**config.mk**
```make
export PLATFORM = sky130hd
export DESIGN_NAME = sfspi_front_end
export DESIGN_NICKNAME = d
export VERILOG_FILES = /design/src/logic/sfspi_front_end.v
export VERILOG_INCLUDE_DIRS = /design/src /design/src/logic
export SDC_FILE = /design/constraint.sdc
export NUM_CORES = 1
export LEC_CHECK = 0
export BUFFER_PORTS_ARGS = -buffer_cell sky130_fd_sc_hd__buf_2
export CORE_ASPECT_RATIO = 0.6
export CORE_MARGIN = 2
export CORE_UTILIZATION = 30
export DETAILED_ROUTE_END_ITERATION = 16
export PLACE_DENSITY = 0.49
export SETUP_SLACK_MARGIN = 0.4
export SYNTH_ARGS = -nofsm -noshare
export SYNTH_HDL_FRONTEND = slang
export SYNTH_SLANG_ARGS = --single-unit
```
**constraint.sdc**
```tcl
create_clock -name i_clock -period 6 [get_ports i_clock]
set_input_delay 0.9 -clock i_clock [delete_from_list [all_inputs] [get_ports i_clock]]
set_output_delay 0.9 -clock i_clock [all_outputs]
set_load 0.05 [all_outputs]
```
**src/logic/sfspi_defs.vh**
```
/*
 Constants for the serial flash front end: opcodes, sizes, timings.
 Assumes a 100 MHz system clock; the host serial clock is sampled.
*/
`ifndef SFSPI_DEFS_VH
`define SFSPI_DEFS_VH
`define SFSPI_CLK_MHZ        100
`define SFSPI_OP_READ        8'h03
`define SFSPI_OP_DUAL_READ   8'h3b
`define SFSPI_OP_PROG        8'h02
`define SFSPI_OP_DUAL_PROG   8'ha2
`define SFSPI_OP_ERASE_PAGE  8'h81
`define SFSPI_OP_ERASE_4K    8'h20
`define SFSPI_OP_ERASE_32K   8'h52
`define SFSPI_OP_ERASE_64K   8'hd8
`define SFSPI_OP_ERASE_CHIP  8'h60
`define SFSPI_OP_OTP_PROG    8'h9b
`define SFSPI_OP_OTP_READ    8'h77
`define SFSPI_OP_STATUS      8'h05
`define SFSPI_OP_RESET       8'hf0
`define SFSPI_OP_WREN        8'h06
`define SFSPI_PAGE_BYTES     9'd256
`define SFSPI_OTP_BYTES      128
`define SFSPI_OTP_USER_BASE  7'd64
`define SFSPI_STAT_BUSY      0
`define SFSPI_STAT_WEL       1
`define SFSPI_STAT_FAIL      5
`define SFSPI_STAT_WP        4
`define SFSPI_T_PROG_US      1250
`define SFSPI_T_E4K_US       40000
`define SFSPI_T_E32K_US      250000
`define SFSPI_T_E64K_US      500000
`define SFSPI_T_CHIP_US      1000000
`define SFSPI_T_PAGE_US      1250
`endif

```
**src/logic/sfspi_front_end.v**
```verilog
/*
 SPI slave front end of a small serial flash: framing, shifting, dual
 output, busy timing of program and erase, one-time area and soft reset.
 Assumes pins are asynchronous to i_clock and sck is well below 25 MHz.
 The array itself is outside; this block drives its write/erase strobes.
*/
// Behaviour
// - works with host in spi mode 0 or mode 3
// - selected only while chip select is low
// - deselected: standby unless busy, serial output floats
// - deselected: serial input ignored, nothing accepted
// - operations framed by select falling and rising edges only
// - select rising during program or erase keeps device busy
// - command, address, write data sampled on rising sck
// - output data changes only on falling sck
// - dual read drives two bits per falling edge on both lines
// - program 1 to 256 bytes, single or dual input, sequential
// - erase page, 4k, 32k, 64k blocks or whole array
// - 128-byte one-time area, lower 64 factory, upper user once
// - program or erase result verified, failure reported
// - busy about 1.25ms per page program, 40ms per 4k erase
// - serial reset command clears write enable and fail flag, busy runs on
// - pause low ignores clock and input, floats output
// - write protect low locks protected sectors
`timescale 1ns/1ps
`include "sfspi_defs.vh"
module sfspi_front_end
#(
   parameter T_PROG_CYC = `SFSPI_T_PROG_US * `SFSPI_CLK_MHZ,
   parameter T_E4K_CYC  = `SFSPI_T_E4K_US * `SFSPI_CLK_MHZ,
   parameter T_E32K_CYC = `SFSPI_T_E32K_US * `SFSPI_CLK_MHZ,
   parameter T_E64K_CYC = `SFSPI_T_E64K_US * `SFSPI_CLK_MHZ,
   parameter T_CHIP_CYC = `SFSPI_T_CHIP_US * `SFSPI_CLK_MHZ,
   parameter T_PAGE_CYC = `SFSPI_T_PAGE_US * `SFSPI_CLK_MHZ
)
(
   input  wire        i_clock,        // system clock, 100 MHz
   input  wire        i_reset,        // synchronous, active high
   input  wire        i_enable,       // clock enable, freezes all state
   input  wire        i_select_n,     // chip select pin, low selects
   input  wire        i_sck,          // host serial clock pin
   input  wire        i_line_zero,    // serial input / dual_line_zero in
   input  wire        i_line_one,     // dual_line_one pin level in
   input  wire        i_hold_n,       // pause pin, low pauses
   input  wire        i_wprot_n,      // write-protect pin, low locks
   input  wire [7:0]  i_mem_rdata,    // array read data at o_mem_addr
   input  wire        i_mem_fail,     // array verify mismatch flag
   output reg         o_line_zero,    // dual_line_zero output value
   output reg         o_line_zero_oe, // dual_line_zero drive enable
   output reg         o_line_one,     // dual_line_one output value
   output reg         o_line_one_oe,  // dual_line_one drive enable
   output reg  [23:0] o_mem_addr,     // array byte address
   output reg  [7:0]  o_mem_wdata,    // byte to program
   output reg         o_mem_write,    // one-cycle program strobe
   output reg         o_mem_erase,    // one-cycle erase strobe
   output reg  [2:0]  o_erase_kind,   // 0 page 1 4k 2 32k 3 64k 4 chip
   output reg         o_busy,         // self-timed operation running
   output reg         o_standby       // deselected and idle
);
   localparam S_CMD  = 4'b0001;
   localparam S_ADDR = 4'b0010;
   localparam S_DATA = 4'b0100;
   localparam S_IGN  = 4'b1000;

   // two-flop synchronisers; the first stage feeds only the second
   wire [5:0] pin_async = {i_line_one, i_wprot_n, i_hold_n, i_line_zero,
                           i_sck, i_select_n};
   reg  [5:0] sync_a;
   reg  [5:0] sync_b;
   reg        sck_last;
   reg        sel_last;
   always @(posedge i_clock)
   begin
      if (i_reset)
      begin
         sync_a <= 6'h1b;
         sync_b <= 6'h1b;
      end
      else if (i_enable)
      begin
         sync_a <= pin_async;
         sync_b <= sync_a;
      end
   end
   wire sel_n   = sync_b[0];
   wire sck     = sync_b[1];
   wire sin     = sync_b[2];
   wire hold_n  = sync_b[3];
   wire wprot_n = sync_b[4];
   wire line_one = sync_b[5];
   wire active  = ~sel_n & hold_n;
   wire sck_up  = active & sck & ~sck_last;
   wire sck_dn  = active & ~sck & sck_last;
   wire frame_go  = sel_last & ~sel_n;
   wire frame_end = ~sel_last & sel_n;

   reg  [3:0]  state;
   reg  [7:0]  opcode;
   reg  [7:0]  shift_in;
   reg  [2:0]  bit_cnt;
   reg  [1:0]  addr_bytes;
   reg  [23:0] addr;
   reg  [7:0]  shift_out;
   reg         out_phase;
   reg         dual_out;
   reg         dual_in;
   reg  [8:0]  prog_cnt;
   reg         wel;
   reg         fail;
   reg  [31:0] busy_cnt;
   reg  [127:0] otp_lock;
   reg         pend_erase;
   reg  [2:0]  pend_kind;
   reg         pend_prog;
   reg         need_load;

   wire is_read = (opcode == `SFSPI_OP_READ) |
                  (opcode == `SFSPI_OP_DUAL_READ) |
                  (opcode == `SFSPI_OP_OTP_READ) |
                  (opcode == `SFSPI_OP_STATUS);
   wire is_prog = (opcode == `SFSPI_OP_PROG) |
                  (opcode == `SFSPI_OP_DUAL_PROG) |
                  (opcode == `SFSPI_OP_OTP_PROG);
   wire [7:0] status = {2'h0, fail, ~wprot_n, 2'h0, wel, o_busy};
   // protected area: every 64k block with addr[17:16] == 3 (one in four) locks under write protect
   wire locked = ~wprot_n & (addr[17:16] == 2'h3);
   wire [7:0] next_shift = {shift_in[6:0], sin};
   wire [7:0] next_dual  = {shift_in[5:0], line_one, sin};
   // opcodes followed by a three-byte address
   wire takes_addr = (next_shift == `SFSPI_OP_READ) |
      (next_shift == `SFSPI_OP_DUAL_READ) | (next_shift == `SFSPI_OP_OTP_READ) |
      (next_shift == `SFSPI_OP_PROG) | (next_shift == `SFSPI_OP_DUAL_PROG) |
      (next_shift == `SFSPI_OP_OTP_PROG) | (next_shift == `SFSPI_OP_ERASE_PAGE) |
      (next_shift == `SFSPI_OP_ERASE_4K) | (next_shift == `SFSPI_OP_ERASE_32K) |
      (next_shift == `SFSPI_OP_ERASE_64K);

   always @(posedge i_clock)
   begin
      if (i_reset)
      begin
         state <= S_CMD;  opcode <= 8'h00;  shift_in <= 8'h00;
         bit_cnt <= 3'h0; addr_bytes <= 2'h0; addr <= 24'h0;
         shift_out <= 8'h00; out_phase <= 1'b0; dual_out <= 1'b0;
         dual_in <= 1'b0; prog_cnt <= 9'h0; wel <= 1'b0; fail <= 1'b0;
         busy_cnt <= 32'h0; otp_lock <= 128'h0; o_busy <= 1'b0;
         pend_erase <= 1'b0; pend_kind <= 3'h0; pend_prog <= 1'b0;
         sck_last <= 1'b0; sel_last <= 1'b1; need_load <= 1'b0;
         o_line_zero <= 1'b0; o_line_zero_oe <= 1'b0;
         o_line_one <= 1'b0; o_line_one_oe <= 1'b0;
         o_mem_addr <= 24'h0; o_mem_wdata <= 8'h00;
         o_mem_write <= 1'b0; o_mem_erase <= 1'b0; o_erase_kind <= 3'h0;
         o_standby <= 1'b1;
      end
      else if (i_enable)
      begin
         // hold freezes the edge tracker, so an sck level change during the pause is seen as an edge on release
         if (hold_n)
            sck_last <= sck;
         sel_last <= sel_n;
         o_mem_write <= 1'b0;
         o_mem_erase <= 1'b0;
         o_standby <= sel_n & ~o_busy;
         // self-timed operation; verify result sampled at the end
         if (o_busy)
         begin
            if (busy_cnt == 32'h1)
            begin
               o_busy <= 1'b0;
               wel <= 1'b0;
               fail <= i_mem_fail;
               // no separate fail clear here: a reset command below
               // is gated so that the set wins in this cycle
            end
            busy_cnt <= busy_cnt - 32'h1;
         end
         // output enables follow the data phase, pause and select
         o_line_one_oe <= active & out_phase;
         o_line_zero_oe <= active & out_phase & dual_out;
         if (frame_go)
         begin
            state <= S_CMD;
            bit_cnt <= 3'h0;
            out_phase <= 1'b0;
            dual_out <= 1'b0;
            dual_in <= 1'b0;
            prog_cnt <= 9'h0;
            need_load <= 1'b0;
         end
         else if (frame_end)
         begin
            out_phase <= 1'b0;
            // program and erase start only when the frame closes cleanly
            if (pend_erase && wel && !o_busy && !locked)
            begin
               o_mem_erase <= 1'b1;
               o_erase_kind <= pend_kind;
               o_busy <= 1'b1;
               o_standby <= 1'b0;
               case (pend_kind)
                  3'h0:    busy_cnt <= T_PAGE_CYC;
                  3'h1:    busy_cnt <= T_E4K_CYC;
                  3'h2:    busy_cnt <= T_E32K_CYC;
                  3'h3:    busy_cnt <= T_E64K_CYC;
                  default: busy_cnt <= T_CHIP_CYC;
               endcase
            end
            else if (pend_prog && !o_busy && prog_cnt != 9'h0)
            begin
               o_busy <= 1'b1;
               o_standby <= 1'b0;
               busy_cnt <= T_PROG_CYC;
            end
            pend_erase <= 1'b0;
            pend_prog <= 1'b0;
         end
         else if (sck_up && state != S_IGN && !out_phase)
         begin
            shift_in <= (dual_in && state == S_DATA) ? next_dual
                                                      : next_shift;
            bit_cnt <= bit_cnt + ((dual_in && state == S_DATA) ? 3'h2
                                                               : 3'h1);
            if (bit_cnt == 3'h7 ||
                (dual_in && state == S_DATA && bit_cnt == 3'h6))
            begin
               case (state)
                  S_CMD:
                  begin
                     opcode <= next_shift;
                     addr_bytes <= 2'h0;
                     if (next_shift == `SFSPI_OP_RESET)
                     begin
                        wel <= 1'b0;
                        if (!(o_busy && busy_cnt == 32'h1))
                           fail <= 1'b0;
                        state <= S_IGN;
                     end
                     else if (next_shift == `SFSPI_OP_WREN)
                     begin
                        wel <= 1'b1;
                        state <= S_IGN;
                     end
                     else if (next_shift == `SFSPI_OP_ERASE_CHIP)
                     begin
                        pend_erase <= 1'b1;
                        pend_kind <= 3'h4;
                        state <= S_IGN;
                     end
                     else if (next_shift == `SFSPI_OP_STATUS)
                     begin
                        shift_out <= status;
                        out_phase <= 1'b1;
                        state <= S_DATA;
                     end
                     else if (takes_addr)
                        state <= S_ADDR;
                     else
                        state <= S_IGN;
                  end
                  S_ADDR:
                  begin
                     addr <= {addr[15:0], next_shift};
                     addr_bytes <= addr_bytes + 2'h1;
                     if (addr_bytes == 2'h2)
                     begin
                        state <= S_DATA;
                        o_mem_addr <= {addr[15:0], next_shift};
                        dual_in <= (opcode == `SFSPI_OP_DUAL_PROG);
                        dual_out <= (opcode == `SFSPI_OP_DUAL_READ);
                        out_phase <= is_read;
                        need_load <= is_read;
                        if (opcode == `SFSPI_OP_ERASE_PAGE ||
                            opcode == `SFSPI_OP_ERASE_4K ||
                            opcode == `SFSPI_OP_ERASE_32K ||
                            opcode == `SFSPI_OP_ERASE_64K)
                        begin
                           pend_erase <= 1'b1;
                           pend_kind <= (opcode == `SFSPI_OP_ERASE_PAGE)
                              ? 3'h0 : (opcode == `SFSPI_OP_ERASE_4K)
                              ? 3'h1 : (opcode == `SFSPI_OP_ERASE_32K)
                              ? 3'h2 : 3'h3;
                        end
                        pend_prog <= is_prog & wel & ~o_busy;
                     end
                  end
                  S_DATA:
                  begin
                     // page wrap keeps sequential bytes inside 256
                     if (pend_prog && !locked &&
                         prog_cnt != `SFSPI_PAGE_BYTES)
                     begin
                        if (opcode != `SFSPI_OP_OTP_PROG ||
                            (o_mem_addr[6:0] >= `SFSPI_OTP_USER_BASE &&
                             !otp_lock[o_mem_addr[6:0]]))
                        begin
                           o_mem_write <= 1'b1;
                           o_mem_wdata <= (dual_in) ? next_dual
                                                    : next_shift;
                           prog_cnt <= prog_cnt + 9'h1;
                        end
                        if (opcode == `SFSPI_OP_OTP_PROG)
                           otp_lock[o_mem_addr[6:0]] <= 1'b1;
                     end
                     o_mem_addr <= {o_mem_addr[23:8],
                                    o_mem_addr[7:0] + 8'h1};
                  end
                  default: state <= S_IGN;
               endcase
            end
         end
         // read data shifts on falling sck; next byte loaded when empty
         if (sck_dn && out_phase)
         begin
            if (dual_out)
            begin
               o_line_one <= shift_out[7];
               o_line_zero <= shift_out[6];
               shift_out <= {shift_out[5:0], 2'h0};
               bit_cnt <= bit_cnt + 3'h2;
            end
            else
            begin
               o_line_one <= shift_out[7];
               shift_out <= {shift_out[6:0], 1'b0};
               bit_cnt <= bit_cnt + 3'h1;
            end
            if ((dual_out && bit_cnt == 3'h6) || bit_cnt == 3'h7)
            begin
               shift_out <= (opcode == `SFSPI_OP_STATUS) ? status
                                                          : i_mem_rdata;
               if (opcode != `SFSPI_OP_STATUS)
                  o_mem_addr <= o_mem_addr + 24'h1;
            end
         end
         else if (need_load)
         begin
            // first byte fetched ahead, so the address runs one beyond
            shift_out <= i_mem_rdata;
            o_mem_addr <= o_mem_addr + 24'h1;
            need_load <= 1'b0;
         end
      end
   end
endmodule

```
==> results of run 1 <==
## cell usage in the layout, fill, tap and decap left out, types with 13 or more instances in the layout
master | synthesis | layout
nand2b_1 | 17 | 17
or3_1 | 13 | 13
nor4_1 | 16 | 16
ha_1 | 13 | 13
o21ai_1 | 15 | 15
nand3_1 | 33 | 33
o21ai_0 | 61 | 61
buf_2 | 10 | 58
clkbuf_16 | 0 | 25
a21oi_1 | 143 | 143
inv_1 | 28 | 28
a31oi_1 | 18 | 18
dfxtp_1 | 223 | 223
buf_4 | 8 | 15
o22ai_1 | 15 | 15
nor2b_1 | 13 | 13
and3_1 | 15 | 15
a211oi_1 | 27 | 27
nor3_1 | 31 | 31
nand2_1 | 132 | 132
nor2_1 | 218 | 218
mux2i_1 | 72 | 72
## layout make-up
cell class,count,area share [%]
inverters,32,0.917
clock buffers,33,5.31
repair buffers,74,3.16
well taps,513,4.90
flip-flops and latches,223,34.1
diodes,1,0.0191
multi-input cells,1066,49.7
clock inverters,12,1.93
## state kept, by name (all words and copies together), names as in the netlist, 2 cells and up
signal        cells
bit_cnt           3
sync_b            6
o_erase_kind      3
o_mem_wdata       8
pend_kind         3
o_mem_addr       24
shift_in          7
opcode            8
addr_bytes        2
addr             18
shift_out         8
sync_a            6
prog_cnt          9
state             4
otp_lock         64
busy_cnt         32
## stage by stage
step | instance area (sq um) | worst slack, ps | hold slack, ps | instances | total power [mW]
after global placement | 12200 | 1950 | 440 | 1908 | 1.69
after global routing | 13100 | 2100 | 468 | 1953 | 3.56
final | 13100 | 2400 | 454 | 1954 | 3.44
after CTS | 13100 | 2420 | 457 | 1953 | 3.49
after floorplan | 11500 | 2980 | 428 | 1432 | 1.64
after detailed placement | 12200 | 1830 | 448 | 1908 | 1.69
## worst max path at each step
stage | from | to | slack (ps) | cells after the start
final | i_enable | addr[1]$_SDFFE_PP0P_ | 2400 | 7
after global routing | sync_b[0]$_SDFFE_PP1P_ | addr[9]$_SDFFE_PP0P_ | 2100 | 8
after CTS | i_enable | addr[1]$_SDFFE_PP0P_ | 2420 | 7
after detailed placement | i_enable | addr[1]$_SDFFE_PP0P_ | 1830 | 7
after global placement | i_enable | addr[12]$_SDFFE_PP0P_ | 1950 | 7
after floorplan | o_mem_addr[1]$_SDFFE_PP0P_ | o_mem_addr[23]$_SDFFE_PP0P_ | 2980 | 9
## power groups by stage
stage               sequential (mW)  combinational [mW]  clock (mW)
detailed placement             1.54               0.145           0
floorplan                      1.54               0.105           0
CTS                            1.51               0.146        1.83
global route                   1.51               0.160        1.89
global placement               1.54               0.146           0
finish                         1.51               0.145        1.78
## synth_stat cells, types with 12 or more instances
cell type	count
a31oi_1	18
o21ai_1	15
dfxtp_1	223
and3_1	15
nand3_1	33
o21ai_0	61
nand2_1	132
clkbuf_1	88
a22oi_1	12
or4_1	12
nand4b_1	12
nor3_1	31
nand4_1	12
nand2b_1	17
nor2b_1	13
a21oi_1	143
inv_1	28
ha_1	13
nor4_1	16
or3_1	13
o22ai_1	15
a211oi_1	27
mux2i_1	72
nor2_1	218
## routing by layer
| metal | up-vias | track usage [%] |
|---|---|---|
| met2 | 355 | 24.1 |
| met1 | 5036 | 26.9 |
| met5 | - | 0 |
| li1 | 5151 | - |
| met4 | 0 | 4.13 |
| met3 | 52 | 2.99 |
## tightest hold or removal path, stage by stage, from the launching register on
cell and delay (ps):
dfxtp_1 310, nand2_1 50, a21oi_1 50
## logic make-up after synthesis
logic type	count (synthesis)	synth area share (%)
AND/OR/NAND/NOR	578	25.1
AO/OA/AOI/OAI	369	19.7
flip-flops	223	38.7
buffers and inverters	143	5.02
multiplexers	89	8.68
XOR/XNOR	16	1.21
adder cells (fa/ha/maj)	14	1.58
==> flow_summary.json, run 1 <==
{
  "path_buf_inv": 1,
  "rows": 55,
  "clockBufferDepth": 3,
  "cts_made_buffers": 25,
  "seq_power_share_pct": 43.9,
  "reg2reg_slack_ps": 2430,
  "syn_area_per_cell_sq_um": 8.06,
  "initial_core_util_pct": 30.6,
  "nets": 1454,
  "maxCapViolations": 0,
  "critical_path_required_ps": 6420,
  "die_area_sq_um": 40100,
  "design.core.area_sq_um": 37800,
  "io_buffers": 60,
  "met2_length_um": 14100,
  "cp-end-kind": "flip-flop",
  "synth-edff-count": 0,
  "synth.yosys.seq_area_share_pct": 38.7,
  "worstReg2RegStart": "sync_b[0]$_SDFFE_PP1P_",
  "wirelength_um": 35200,
  "startpoint_type": "input port",
  "period_needed_ps": 3600,
  "nFillCells": 3921,
  "ant_nets": 0,
  "synth_top_area_share_pct": 38.7,
  "dieWidth_um": 257,
  "overflow": 0,
  "ys_ff_latch": 223,
  "die_h_um": 156,
  "cts_sinks": 223,
  "antenna_found_initial": 1,
  "utilization_pct": 34.7,
  "critPathSlowestCell": "nor2_2",
  "holdBufCountCts": 0,
  "p_switching_mw": 0.785,
  "drive_above_1_share_pct": 11.1,
  "hold_viol": 0,
  "critical_path.max_fanout": 42,
  "outcome": "finished clean",
  "max_freq_ghz": 0.278,
  "relSlewSlack_pct": 11.4,
  "critPathMaxStageDelay_ps": 910,
  "drt_first_pass_iters": 5,
  "yosys_warnings": 0,
  "cts_tree": "done",
  "rsz0062_at_grt": "false",
  "power.internal_mw": 2.66,
  "reg2reg_depth": 8,
  "cts_root_buffer": "clkbuf_16",
  "viasPerCell": 5.42,
  "grt_pass1_vias": 9640,
  "post_drt_wl_per_cell_um": 18.0,
  "power_leakage_nw": 4.57,
  "hold_end": "o_erase_kind[2]$_SDFFE_PP0P_",
  "power_density_nw_per_um2": 263,
  "reg2reg_to": "addr[1]$_SDFFE_PP0P_",
  "multiInputGateArea_sq_um": 6510,
  "holdCritStartpoint": "o_erase_kind[2]$_SDFFE_PP0P_",
  "slew_viol_final": 0,
  "async_flop_share_pct": 0,
  "vdd_drop_max_uv": 189,
  "switching_share_pct": 22.8,
  "met1_length_um": 18200,
  "syn_area_sq_um": 11500,
  "worstSetupPathType": "in2reg",
  "wl_met3_um": 2330,
  "netlist_instances": 1432,
  "register_area_sq_um": 4460,
  "grt_pass1_wl_um": 56100,
  "skew_ps": 24.9,
  "finalCritPeriodShare_pct": 59.9,
  "syn_nets": 1464,
  "clkPwrFrac_pct": 51.9,
  "highest_layer": "met4",
  "grt_max_degree": 72,
  "hold_depth": 2,
  "area_growth_pct": 13.5,
  "first_iter_violations": 1062,
  "worstPathArrival_ps": 4010,
  "path_delay_family": "simple AND/OR/NAND/NOR gates",
  "num_io_pins": 61,
  "htreeDepth": 1,
  "drcViolationCount": 0,
  "path_cells": "buf_4 -> and2_1 -> and2_0 -> nand2_1 -> nor2_2 -> mux2i_1 -> nor2_1",
  "grt_usage_pct": 17.3,
  "cts_resized": 0,
  "clk_pin_slew_ps": 60,
  "worst_pin_slew_ps": 1320,
  "min_path_type": "reg2reg",
  "gp_congestion": 0.802,
  "clkLatencyLatePin_ps": 560,
  "synth_ff_type": "dfxtp_1",
  "tns_ps": 0,
  "pwr-share-comb_pct": 4.2,
  "setup_viol": 0,
  "synthTopCellsByArea": "dfxtp_1, nor2_1, mux2i_1, a21oi_1, nand2_1",
  "post_cts_buffers": 0,
  "num_vias": 10594,
  "synth_cell_types": 79,
  "dp_hpwl_um": 23800,
  "synth_area_leader_cell": "dfxtp_1"
}
No activity file was read; power rests on OpenSTA's default activity.
==> inputs of run 2 (changes only) <==
PLACE_DENSITY = 0.51   (was 0.49)
clock period = 3 ns   (was 6 ns; I/O delays follow)
==> flow_summary.json, run 2 (synthesis gave the netlist of run 1 again) <==
{
  "rows": 55,
  "grt_usage_pct": 18.0,
  "nFillCells": 3853,
  "seq_power_share_pct": 46.0,
  "drcViolationCount": 0,
  "nets": 1557,
  "critical_path.max_fanout": 5,
  "drive_above_1_share_pct": 20.9,
  "fin_ws_ps": 415,
  "clockBufferDepth": 3,
  "power_density_nw_per_um2": 460,
  "maxCapViolations": 0,
  "period_needed_ps": 2590,
  "clkPwrFrac_pct": 48.9,
  "p_switching_mw": 1.55,
  "pwr-share-comb_pct": 5.1,
  "final_common_cell": "nor2_1",
  "antenna_found_initial": 0,
  "slew_viol_final": 0,
  "grt_max_degree": 180,
  "gp_congestion": 0.859,
  "critical_path_required_ps": 3450,
  "die_area_sq_um": 40100,
  "place_ws_ps": 80.6,
  "finalCritPeriodShare_pct": 86.2,
  "wirelength_um": 37500,
  "hold_ws_ps": 148,
  "viasPerCell": 5.36,
  "largest_reg_flops": 64,
  "worstSetupPathType": "reg2reg",
  "placed_area_sq_um": 12700,
  "grt_pass1_wl_um": 58200,
  "grt_pass1_vias": 10128,
  "cts_root_buffer": "clkbuf_16",
  "overflow": 0,
  "cts_made_buffers": 25,
  "finalNonFillerCells": 2056,
  "cts_sinks": 223,
  "power_leakage_nw": 5.15,
  "switching_share_pct": 23.7,
  "die_h_um": 156,
  "register_area_sq_um": 4490,
  "num_vias": 11011,
  "tns_ps": 0,
  "cts_tree": "done",
  "clk_pin_slew_ps": 70,
  "first_iter_violations": 1074,
  "cp-end-kind": "flip-flop",
  "hold_viol": 0,
  "vdd_drop_max_uv": 347,
  "design.core.area_sq_um": 37800,
  "startpoint_type": "flip-flop",
  "n_antenna_cell": 0,
  "post-route-cell-area_sq_um": 14200,
  "post_drt_wl_per_cell_um": 18.2,
  "rsz0062_at_grt": "true",
  "skew_ps": 28.6,
  "setup_viol": 0,
  "min_path_type": "in2reg",
  "dp_hpwl_um": 25400,
  "power_mw": 6.55,
  "num_io_pins": 61,
  "largest-register": "otp_lock",
  "initial_core_util_pct": 30.6,
  "dieWidth_um": 257,
  "power.internal_mw": 5.00,
  "placed_cells": 1973,
  "ant_nets": 0,
  "utilization_pct": 37.7,
  "io_buffers": 60,
  "reg.largest.list": "otp_lock: 64 flops, busy_cnt: 32 flops, o_mem_addr: 24 flops",
  "outcome": "finished clean",
  "area_growth_pct": 23.4,
  "max_freq_ghz": 0.387,
  "relSlewSlack_pct": 33.7,
  "drt_first_pass_iters": 5,
  "worstPathArrival_ps": 3040,
  "clkLatencyLatePin_ps": 550,
  "multiInputGateArea_sq_um": 6820,
  "worst_pin_slew_ps": 995,
  "layout_common_cells": "nor2_1, dfxtp_1, nand2_1",
  "htreeDepth": 1
}
## run 2: routing by layer
| layer | wire (um) | GRT usage (%) |
|---|---|---|
| met1 | 19300 | 27.5 |
| met2 | 15200 | 25.8 |
| met3 | 2640 | 3.85 |
| met4 | 408 | 2.91 |
| met5 | 0 | 0 |
## run 2: layout make-up
class	count	area share [%]
Inverter	32	0.870
Clock buffer	37	4.99
Sequential cell	223	31.5
Tap cell	513	4.51
Timing Repair Buffer	177	9.30
Multi-Input combinational cell	1066	47.9
Clock inverter	8	0.940
## run 2: power groups by stage
stage	Sequential, mW	Combinational (mW)	Clock, mW
after floorplan	3.07	0.210	0
after global placement	3.08	0.313	0
after detailed placement	3.08	0.316	0
after CTS	3.01	0.328	3.29
after global routing	3.02	0.366	3.41
final	3.02	0.334	3.20
## run 2: timing repair
action | CTS | global route
resized for setup | 15 | 81
hold buffers | 0 | 0
pin swaps | 6 | 27
setup buffers | 22 | 15
setup endpoints to repair | 109 | 128
gates cloned | 0 | 1
## run 2: worst paths after layout
path	start	endpoint	slack, ps	cells past startpoint
worst max register to register	o_mem_addr[2]$_SDFFE_PP0P_	prog_cnt[0]$_SDFFE_PP0P_	410	9
worst max-delay path	o_mem_addr[2]$_SDFFE_PP0P_	prog_cnt[0]$_SDFFE_PP0P_	410	9
worst min-delay path	i_line_zero	sync_a[2]$_SDFFE_PP0P_	150	3
worst min register to register	o_erase_kind[0]$_SDFFE_PP0P_	o_erase_kind[0]$_SDFFE_PP0P_	450	2
## run 2: worst max-delay path, cell delays in order (launching register included)
cell	delay, ps
dfxtp_4	390
buf_4	140
mux2_2	350
a211oi_1	300
a221o_1	280
a32oi_4	150
buf_12	160
buf_6	110
or4_4	460
a31oi_1	130
